`src/core/gpc_cfg.svh`:
```
`ifndef GPC_CFG_SVH
`define GPC_CFG_SVH
// register byte addresses on the avalon slave
`define GPC_OFF_LATCH0  6'h00
`define GPC_OFF_LATCH1  6'h04
`define GPC_OFF_LATCH2  6'h08
`define GPC_OFF_LATCH3  6'h0c
`define GPC_OFF_MLO0    6'h10
`define GPC_OFF_MLO1    6'h14
`define GPC_OFF_MLO2    6'h18
`define GPC_OFF_MHI0    6'h1c
`define GPC_OFF_MHI1    6'h20
`define GPC_OFF_MHI2    6'h24
`define GPC_OFF_P3CFGA  6'h28
`define GPC_OFF_P3CFGB  6'h2c
`define GPC_OFF_PIN0    6'h30
`define GPC_OFF_PIN1    6'h34
`define GPC_OFF_PIN2    6'h38
`define GPC_OFF_PIN3    6'h3c
// reset values
`define GPC_RST_LATCH   8'hff
`define GPC_RST_LATCH3  8'h03
`define GPC_RST_MODE    8'h00
`define GPC_RST_CFG     8'h00
// port 3 config a field positions
`define GPC_A_SCHMITT_LSB 4
`define GPC_A_T0OE        2
`define GPC_A_T1OE        3
// port 3 config b field positions
`define GPC_B_CLKOUT_EN   2
// bus pins on port 1
`define GPC_BUS_CLK_BIT   2
`define GPC_BUS_DAT_BIT   3
// strong pull-up pulse: two peripheral clocks
`define GPC_STRONG_CYC    2'd2
// clock output divider: divide by 4
`define GPC_CLKDIV_HALF   1'b1
// avalon read answer: one wait state
`define GPC_AV_WAIT       1'b1
`endif

```
`src/core/gpc_pkg.sv`:
```
package gpc_pkg;
  typedef enum logic [1:0] {
    GPC_QUASI,
    GPC_PUSHPULL,
    GPC_INPUT,
    GPC_OPENDRAIN
  } gpc_mode_e;

  // per-pin driver controls toward the pad
  typedef struct packed {
    logic very_weak_pu;
    logic weak_pu;
    logic strong_pu;
    logic pull_down;
  } gpc_drv_s;

  // port-level rmw write command
  typedef struct packed {
    logic       valid;
    logic [1:0] port;
    logic [1:0] op;
    logic [2:0] bit_idx;
    logic [7:0] operand;
  } gpc_rmw_s;

  typedef enum logic [1:0] {
    GPC_OP_WRITE,
    GPC_OP_AND,
    GPC_OP_OR,
    GPC_OP_XOR
  } gpc_op_e;
endpackage

```
`src/core/gpc_pin_cell.sv`:
```
`timescale 1ns/1ps
`include "gpc_cfg.svh"
// one pad's driver controls
module gpc_pin_cell (
  input  wire logic              clk,
  input  wire logic              rst,
  input  wire logic              latch,
  input  wire logic [1:0]        mode,
  input  wire logic              force_od,
  input  wire logic              disable_io,
  input  wire logic              pin_level,
  output gpc_pkg::gpc_drv_s      drv
);
  gpc_pkg::gpc_mode_e eff_mode;
  logic       latch_q;
  logic [1:0] strong_cnt_q;

  // ==========================================
  // mode decode
  always_comb begin
    if (force_od) begin
      eff_mode = gpc_pkg::GPC_OPENDRAIN;
    end else begin
      case (mode)
        2'b00:   eff_mode = gpc_pkg::GPC_QUASI;
        2'b10:   eff_mode = gpc_pkg::GPC_PUSHPULL;
        2'b01:   eff_mode = gpc_pkg::GPC_INPUT;
        default: eff_mode = gpc_pkg::GPC_OPENDRAIN;
      endcase
    end
  end

  // ==========================================
  // strong pull-up pulse on a latch rise
  always_ff @(posedge clk or posedge rst) begin
    if (rst) begin
      latch_q <= 1'b1;
    end else begin
      latch_q <= latch;
    end
  end

  always_ff @(posedge clk or posedge rst) begin
    if (rst) begin
      strong_cnt_q <= 2'd0;
    end else if (latch && !latch_q) begin
      strong_cnt_q <= `GPC_STRONG_CYC;
    end else if (!latch) begin
      strong_cnt_q <= 2'd0;
    end else if (strong_cnt_q != 2'd0) begin
      strong_cnt_q <= strong_cnt_q - 2'd1;
    end
  end

  // ==========================================
  // driver outputs
  always_comb begin
    drv = '0;
    if (!disable_io) begin
      case (eff_mode)
        gpc_pkg::GPC_QUASI: begin
          drv.very_weak_pu = latch;
          drv.weak_pu      = latch && pin_level;
          // latch-gated so a mid-pulse fall never fights the pull-down
          drv.strong_pu    = latch && (strong_cnt_q != 2'd0);
          drv.pull_down    = !latch;
        end
        gpc_pkg::GPC_PUSHPULL: begin
          drv.strong_pu = latch;
          drv.pull_down = !latch;
        end
        gpc_pkg::GPC_OPENDRAIN: begin
          drv.pull_down = !latch;
        end
        gpc_pkg::GPC_INPUT: begin
          drv = '0;
        end
        default: begin
          drv = '0;
        end
      endcase
    end
  end
endmodule

```
`src/core/gpc_top.sv`:
```
`timescale 1ns/1ps
`include "gpc_cfg.svh"
module gpc_top (
  input  wire logic                clk,
  input  wire logic                rst,
  input  wire logic [5:0]          avs_address,
  input  wire logic                avs_read,
  input  wire logic                avs_write,
  input  wire logic [31:0]         avs_writedata,
  input  wire logic [3:0]          avs_byteenable,
  output logic [31:0]              avs_readdata,
  output logic                     avs_waitrequest,
  input  wire gpc_pkg::gpc_rmw_s   rmw_cmd,
  input  wire logic                xtal_sel,
  input  wire logic                osc_clk_sel,
  input  wire logic [31:0]         pin_in,
  output gpc_pkg::gpc_drv_s [31:0] pin_drv,
  output logic [31:0]              pin_oe,
  output logic [31:0]              pin_out,
  output logic [3:0]               schmitt_sel,
  output logic                     t0_toggle_en,
  output logic                     t1_toggle_en,
  output logic                     clkout_active
);
  logic [7:0]  latch_q [4];
  logic [7:0]  mlo_q   [3];
  logic [7:0]  mhi_q   [3];
  logic [7:0]  port3_config_a_q;
  logic [7:0]  port3_config_b_q;
  logic [31:0] pin_sync_q;
  logic [31:0] readdata_q;
  logic        rd_pend_q;
  logic [1:0]  div_q;
  logic        clk_out_q;
  logic [31:0] latch_flat;
  logic [31:0] mlo_flat;
  logic [31:0] mhi_flat;
  logic        wr_go;
  logic [7:0]  rmw_new;
  logic [7:0]  wr_byte;
  logic        osc_clkout_on;
  logic [7:0]  pin3_view;

  // ==========================================
  // avalon slave: writes finish at once, reads take one wait
  assign wr_go   = avs_write;
  assign wr_byte = avs_byteenable[0] ? avs_writedata[7:0] : 8'h00;
  assign avs_waitrequest = avs_read && !rd_pend_q;

  always_ff @(posedge clk or posedge rst) begin
    if (rst) begin
      rd_pend_q <= 1'b0;
    end else begin
      rd_pend_q <= avs_read && !rd_pend_q;
    end
  end

  // ==========================================
  // rmw path: source is always the latch
  always_comb begin
    rmw_new = latch_q[rmw_cmd.port];
    case (rmw_cmd.op)
      gpc_pkg::GPC_OP_AND: rmw_new = latch_q[rmw_cmd.port] & rmw_cmd.operand;
      gpc_pkg::GPC_OP_OR:  rmw_new = latch_q[rmw_cmd.port] | rmw_cmd.operand;
      gpc_pkg::GPC_OP_XOR: rmw_new = latch_q[rmw_cmd.port] ^ rmw_cmd.operand;
      gpc_pkg::GPC_OP_WRITE: begin
        // single-bit write of operand[0], others kept
        rmw_new[rmw_cmd.bit_idx] = rmw_cmd.operand[0];
      end
      default: rmw_new = latch_q[rmw_cmd.port];
    endcase
  end

  // ==========================================
  // output latches; bus write wins over a same-cycle rmw
  genvar p;
  generate
    for (p = 0; p < 4; p++) begin : g_latch
      always_ff @(posedge clk or posedge rst) begin
        if (rst) begin
          latch_q[p] <= (p == 3) ? `GPC_RST_LATCH3 : `GPC_RST_LATCH;
        end else if (wr_go && avs_address == 6'(p * 4)) begin
          latch_q[p] <= (p == 3) ? (wr_byte & 8'h03) : wr_byte;
        end else if (rmw_cmd.valid && rmw_cmd.port == 2'(p)) begin
          latch_q[p] <= (p == 3) ? (rmw_new & 8'h03) : rmw_new;
        end
      end
    end
    for (p = 0; p < 3; p++) begin : g_mode
      always_ff @(posedge clk or posedge rst) begin
        if (rst) begin
          mlo_q[p] <= `GPC_RST_MODE;
          mhi_q[p] <= `GPC_RST_MODE;
        end else if (wr_go) begin
          if (avs_address == 6'(`GPC_OFF_MLO0 + p * 4)) begin
            mlo_q[p] <= wr_byte;
          end
          if (avs_address == 6'(`GPC_OFF_MHI0 + p * 4)) begin
            mhi_q[p] <= wr_byte;
          end
        end
      end
    end
  endgenerate

  always_ff @(posedge clk or posedge rst) begin
    if (rst) begin
      port3_config_a_q <= `GPC_RST_CFG;
      port3_config_b_q <= `GPC_RST_CFG;
    end else if (wr_go) begin
      if (avs_address == `GPC_OFF_P3CFGA) begin
        port3_config_a_q <= wr_byte;
      end
      if (avs_address == `GPC_OFF_P3CFGB) begin
        port3_config_b_q <= wr_byte & 8'h07;
      end
    end
  end

  // ==========================================
  // pin sampling: pins taken as synchronous, one register stage
  always_ff @(posedge clk or posedge rst) begin
    if (rst) begin
      pin_sync_q <= 32'h0;
    end else begin
      pin_sync_q <= pin_in;
    end
  end

  // crystal pins read as zero: they are no longer port inputs
  assign pin3_view = {pin_sync_q[31:26],
                      pin_sync_q[25:24] & ~{2{xtal_sel}}};

  // ==========================================
  // read mux: latch offsets give latch, pin offsets give pins
  always_ff @(posedge clk or posedge rst) begin
    if (rst) begin
      readdata_q <= 32'h0;
    end else if (avs_read && !rd_pend_q) begin
      case (avs_address)
        `GPC_OFF_LATCH0: readdata_q <= {24'h0, latch_q[0]};
        `GPC_OFF_LATCH1: readdata_q <= {24'h0, latch_q[1]};
        `GPC_OFF_LATCH2: readdata_q <= {24'h0, latch_q[2]};
        `GPC_OFF_LATCH3: readdata_q <= {24'h0, latch_q[3]};
        `GPC_OFF_MLO0:   readdata_q <= {24'h0, mlo_q[0]};
        `GPC_OFF_MLO1:   readdata_q <= {24'h0, mlo_q[1]};
        `GPC_OFF_MLO2:   readdata_q <= {24'h0, mlo_q[2]};
        `GPC_OFF_MHI0:   readdata_q <= {24'h0, mhi_q[0]};
        `GPC_OFF_MHI1:   readdata_q <= {24'h0, mhi_q[1]};
        `GPC_OFF_MHI2:   readdata_q <= {24'h0, mhi_q[2]};
        `GPC_OFF_P3CFGA: readdata_q <= {24'h0, port3_config_a_q};
        `GPC_OFF_P3CFGB: readdata_q <= {24'h0, port3_config_b_q};
        `GPC_OFF_PIN0:   readdata_q <= {24'h0, pin_sync_q[7:0]};
        `GPC_OFF_PIN1:   readdata_q <= {24'h0, pin_sync_q[15:8]};
        `GPC_OFF_PIN2:   readdata_q <= {24'h0, pin_sync_q[23:16]};
        `GPC_OFF_PIN3:   readdata_q <= {24'h0, pin3_view};
        default:         readdata_q <= 32'h0;
      endcase
    end
  end
  assign avs_readdata = readdata_q;

  // ==========================================
  // misc enables from port 3 config
  assign schmitt_sel  = port3_config_a_q[`GPC_A_SCHMITT_LSB +: 4];
  assign t0_toggle_en = port3_config_a_q[`GPC_A_T0OE];
  assign t1_toggle_en = port3_config_a_q[`GPC_A_T1OE];

  // ==========================================
  // clock output: clk stands for the oscillator source here
  assign osc_clkout_on = port3_config_b_q[`GPC_B_CLKOUT_EN] && osc_clk_sel;
  assign clkout_active = osc_clkout_on;

  always_ff @(posedge clk or posedge rst) begin
    if (rst) begin
      div_q     <= 2'd0;
      clk_out_q <= 1'b0;
    end else if (osc_clkout_on) begin
      div_q <= div_q + 2'd1;
      if (div_q[0] == `GPC_CLKDIV_HALF) begin
        clk_out_q <= !clk_out_q;
      end
    end else begin
      div_q     <= 2'd0;
      clk_out_q <= 1'b0;
    end
  end

  // ==========================================
  // flatten per-pin configuration
  assign latch_flat = {latch_q[3], latch_q[2], latch_q[1], latch_q[0]};
  assign mlo_flat   = {6'h0, port3_config_a_q[1:0], mlo_q[2], mlo_q[1],
                       mlo_q[0]};
  assign mhi_flat   = {6'h0, port3_config_b_q[1:0], mhi_q[2], mhi_q[1],
                       mhi_q[0]};

  genvar i;
  generate
    for (i = 0; i < 32; i++) begin : g_pin
      logic force_od;
      logic dis_io;
      logic drive_latch;
      assign force_od = (i == 8 + `GPC_BUS_CLK_BIT) ||
                        (i == 8 + `GPC_BUS_DAT_BIT);
      // crystal mode takes both oscillator pins from the port
      assign dis_io = (i == 24 || i == 25) && xtal_sel;
      // pin 3.0 carries the divided clock when enabled
      assign drive_latch = (i == 24 && osc_clkout_on) ?
                           clk_out_q : latch_flat[i];
      gpc_pin_cell u_cell (
        .clk        (clk),
        .rst        (rst),
        .latch      (drive_latch),
        .mode       ({mhi_flat[i], mlo_flat[i]}),
        .force_od   (force_od),
        .disable_io (dis_io),
        .pin_level  (pin_sync_q[i]),
        .drv        (pin_drv[i])
      );
      assign pin_oe[i]  = pin_drv[i].strong_pu || pin_drv[i].pull_down ||
                          pin_drv[i].weak_pu || pin_drv[i].very_weak_pu;
      assign pin_out[i] = !pin_drv[i].pull_down;
    end
  endgenerate
endmodule

```
`config.mk`:
```
export PLATFORM = sky130hd
export DESIGN_NAME = gpc_top
export DESIGN_NICKNAME = d
export VERILOG_FILES = /design/src/core/gpc_pkg.sv /design/src/core/gpc_pin_cell.sv /design/src/core/gpc_top.sv
export VERILOG_INCLUDE_DIRS = /design/src /design/src/core
export SDC_FILE = /design/constraint.sdc
export NUM_CORES = 1
export LEC_CHECK = 0
export ABC_AREA = 1
export BUFFER_PORTS_ARGS = -buffer_cell sky130_fd_sc_hd__clkbuf_2
export CAP_MARGIN = 20
export CORE_ASPECT_RATIO = 0.75
export CORE_MARGIN = 2
export CORE_UTILIZATION = 45
export CTS_BUF_LIST = sky130_fd_sc_hd__clkbuf_16
export DETAILED_ROUTE_END_ITERATION = 12
export PLACE_DENSITY = 0.79
export SLEW_MARGIN = 20
export SYNTH_ARGS = -nofsm -noshare
export SYNTH_HDL_FRONTEND = slang
export SYNTH_SLANG_ARGS = --single-unit
```
`constraint.sdc`:
```
create_clock -name clk -period 8.8 [get_ports clk]
set_clock_uncertainty 0.15 [all_clocks]
set_input_delay 1.76 -clock clk [delete_from_list [all_inputs] [get_ports clk]]
set_output_delay 1.76 -clock clk [all_outputs]
set_load 0.01 [all_outputs]
```
==> out/qor.json <==
{
  "setup_path": {
    "reg2reg_slack_ns": 6.67,
    "crit_start_category": "input pin",
    "cp_slowest_stage_delay_ns": 0.32,
    "r2r_start": "g_pin[25].drive_latch",
    "crit_required_ns": 6.89,
    "crit_buf_inv": 2,
    "setup.worst_path.start": "osc_clk_sel",
    "cp_cell_sequence": "clkbuf_2 > nand2_1 > nor2_1 > a21oi_1 > nand3_1 > nor3_1 > clkbuf_2",
    "slowest_stage": "sky130_fd_sc_hd__a21oi_1",
    "cpLargestDelayFamily": "simple AND/OR/NAND/NOR gates",
    "cp_class": "input pin to output port",
    "timing.critical_path.to_type": "output port",
    "cpMostUsedCell": "sky130_fd_sc_hd__clkbuf_2",
    "crit_fanout": 5,
    "crit_arrival_ns": 2.88
  },
  "yosys": {
    "asyncSetResetFlopFracSynth_pct": 100,
    "post_synth_inst_count": 1470,
    "synth_edf_count": 0,
    "synth_sequential_area_ratio_pct": 43.8,
    "number_of_distinct_library_cell_variants_in_the_gate_level_netlist_after_synthesis": 37,
    "synthFlopType": "sky130_fd_sc_hd__dfrtp_1",
    "synth_seq_cells": 200,
    "ys_warn_count": 0,
    "syn-cell-area_mm2": 0.0116,
    "avgSynthCellArea_um2": 7.86
  },
  "sta": {
    "fin_hold_ws_ns": 0.264,
    "setup_repair_after_global_routing_missed_its_margin": "false",
    "clock.fmax_mhz": 209,
    "timing_hold_violations_final": 0,
    "worst_slack_ns": 4.01,
    "final_worst_path_period_need_ns": 4.79,
    "worst-slew-pin-transition_ns": 0.968,
    "fin_setup_tns_ns": 0,
    "finalSetupViolCount": 0,
    "timing.final.crit_share_pct": 54.4,
    "final_max_slew_viol_count": 0,
    "max_slew_margin_pct": 35.4
  },
  "route": {
    "detailroute.via_count": 10700,
    "detailedRoute.firstIterationViolations": 1019,
    "drt-pass1-iter-count": 6,
    "avgRoutedWirePerCell_um": 16.9,
    "totalWireLength_um": 34300,
    "detailed_route_drc_error_count": 0,
    "antenna_left": 0,
    "viasPerCell": 5.25
  },
  "floorplan": {
    "start_util_pct": 46.1,
    "coreArea_mm2": 0.0251,
    "num_rows": 50,
    "die_w_um": 189,
    "die_area_mm2": 0.0270,
    "die_height_um": 143,
    "io_pins": 328
  },
  "run": {
    "max-cap-violations": 0
  },
  "outcome": {
    "result_of_the_run": "complete, no violations"
  },
  "power": {
    "ir_worst_vdd_mv": 0.134,
    "p_leak_nw": 6.87,
    "pwr_density_cell_mw_per_mm2": 211,
    "total_power_mw": 2.81
  },
  "clock_tree": {
    "worstSkewPairLatency_ns": 0.45,
    "cts-buffers-inserted": 17,
    "post_cts_resized": 0,
    "ctsRootBufferMaster": "sky130_fd_sc_hd__clkbuf_16",
    "ctsLongestPathBuffers": 2,
    "clk_pin_slew_ns": 0.07,
    "htreeDepth": 4,
    "cts.repair_timing.setup_buffer_count": 0,
    "cts.sinks": 200,
    "tritoncts": "done",
    "cts_hold_repair.buffers": 0
  },
  "finish": {
    "nNetsFinal": 1822,
    "antenna_cells_inserted": 0,
    "post_route_non_filler_standard_cell_count": 2037,
    "areaGrowthSynthToFinish_pct": 14.8,
    "fin_util_pct": 52.9,
    "stdcell_area_mm2": 0.0133,
    "num-fill-cells": 2357,
    "fraction_of_final_layout_cells_with_drive_strength_greater_than_1_pct": 24.5
  },
  "grt": {
    "antenna_found_initial": 0,
    "grt_overflow_total": 0,
    "grt_max_degree": 125,
    "globalRouteTotalUtil_pct": 25.3,
    "vias_in_the_first_global_route": 9849,
    "grt_pass1_wl_um": 52800
  },
  "place": {
    "place_hpwl_um": 26500,
    "place.gp.congestion": 0.933,
    "detailed_place.area_mm2": 0.0127,
    "placedCellCount": 2005,
    "preCtsSetupSlack_ns": 4.05,
    "port_buffers": 234
  },
  "worst_hold_path": {
    "hold_path.startpoint": "g_pin[1].drive_latch",
    "hp-class": "register to register"
  }
}
-- cells in the mapped netlist, drive strengths merged, types with 2 or more instances --
cell type	instances	area share, %
or2	35	1.9
nor3b	19	1.3
ha	40	4.3
nor2	142	5.4
o21bai	2	0.13
nand3	147	6.5
a211oi	2	0.13
conb	2	0.065
o22ai	24	1.3
nand4	25	1.4
o21ai	105	5.3
clkbuf	12	0.42
dfstp	50	11
a31oi	18	0.97
dfrtp	150	32
buf	91	5.9
inv	229	7.4
a21oi	57	2.6
nor3	15	0.65
o31ai	6	0.39
nand2	297	10
-- worst register-to-register path, stage by stage (launching register included) --
cell and delay [ns]:
sky130_fd_sc_hd__dfstp_2 0.65, sky130_fd_sc_hd__nand3_1 0.11, sky130_fd_sc_hd__nand4_1 0.18, sky130_fd_sc_hd__inv_1 0.07
sky130_fd_sc_hd__ha_1 0.26, sky130_fd_sc_hd__o21ai_0 0.20, sky130_fd_sc_hd__o31ai_1 0.11, sky130_fd_sc_hd__inv_1 0.06
sky130_fd_sc_hd__nand2_1 0.11, sky130_fd_sc_hd__nand3_1 0.10, sky130_fd_sc_hd__nand2_1 0.06
-- cell type report --
| class | count | area, um^2 | area share [%] |
|---|---|---|---|
| Timing Repair Buffer | 236 | 1190 | 8.94 |
| Tap cell | 338 | 423 | 3.19 |
| Clock inverter | 15 | 154 | 1.16 |
| Multi-Input combinational cell | 1002 | 5140 | 38.8 |
| Clock buffer | 17 | 425 | 3.21 |
| Inverter | 229 | 867 | 6.54 |
| Sequential cell | 200 | 5070 | 38.2 |
-- placed cells by master (no fill, tap or decap), drive strengths merged, types with 2 or more instances in the layout --
master	instances
o21ai	105
dfstp	50
o22ai	24
ha	40
nor3	15
buf	2
a31oi	18
conb	66
clkinv	2
or2	35
a211oi	2
bufinv	2
nor3b	19
dfrtp	150
a21oi	57
nand4	25
clkbuf	251
o21bai	2
inv	236
clkinvlp	4
nor2	142
nand2	297
nand3	147
o31ai	6
-- path summary, 6_finish.rpt --
kind	cells after the start	end
max	7	pin_drv[98]
min	0	g_pin[1].u_cell.latch_q
max reg2reg	10	g_pin[1].drive_latch
min reg2reg	0	g_pin[1].u_cell.latch_q
max in group asynchronous	3	pin_sync_q[11]
min in group asynchronous	2	g_pin[0].u_cell.strong_cnt_q[1]
-- state kept, by name, indices dropped and copies added (netlist names), 3 cells and up --
register,flops
pin_sync_q,32
mhi_flat,24
port3_config_b_q,3
g_pin.u_cell.strong_cnt_q,48
g_pin.drive_latch,25
mlo_flat,24
port3_config_a_q,8
g_pin.u_cell.latch_q,24
avs_readdata,8
-- report_power, final --
part	switching (mW)	internal, mW
Clock	0.376	0.421
Combinational	0.509	0.291
Sequential	0.127	1.08
-- routing by layer --
layer / vias to the layer above / share of wire (%) / global-route usage, %
li1: 5044 / - / -
met1: 5129 / 42 / 34.4
met2: 487 / 47 / 41.1
met3: 43 / 8.7 / 4.94
met4: 0 / 1.9 / 7.77
met5: - / 0 / 0
-- kinds of logic (layout without fill, tap and decap cells) --
| logic type | Yosys count | after routing | share of synthesized area, % |
|---|---|---|---|
| AO/OA/AOI/OAI | 215 | 215 | 10.9 |
| adder cells (fa/ha/maj) | 40 | 40 | 4.33 |
| buffers and inverters | 332 | 497 | 13.7 |
| flip-flops | 200 | 200 | 43.8 |
| other | 2 | 66 | 0.0650 |
| AND/OR/NAND/NOR | 681 | 681 | 27.2 |
(Power assumes the default switching activity.)
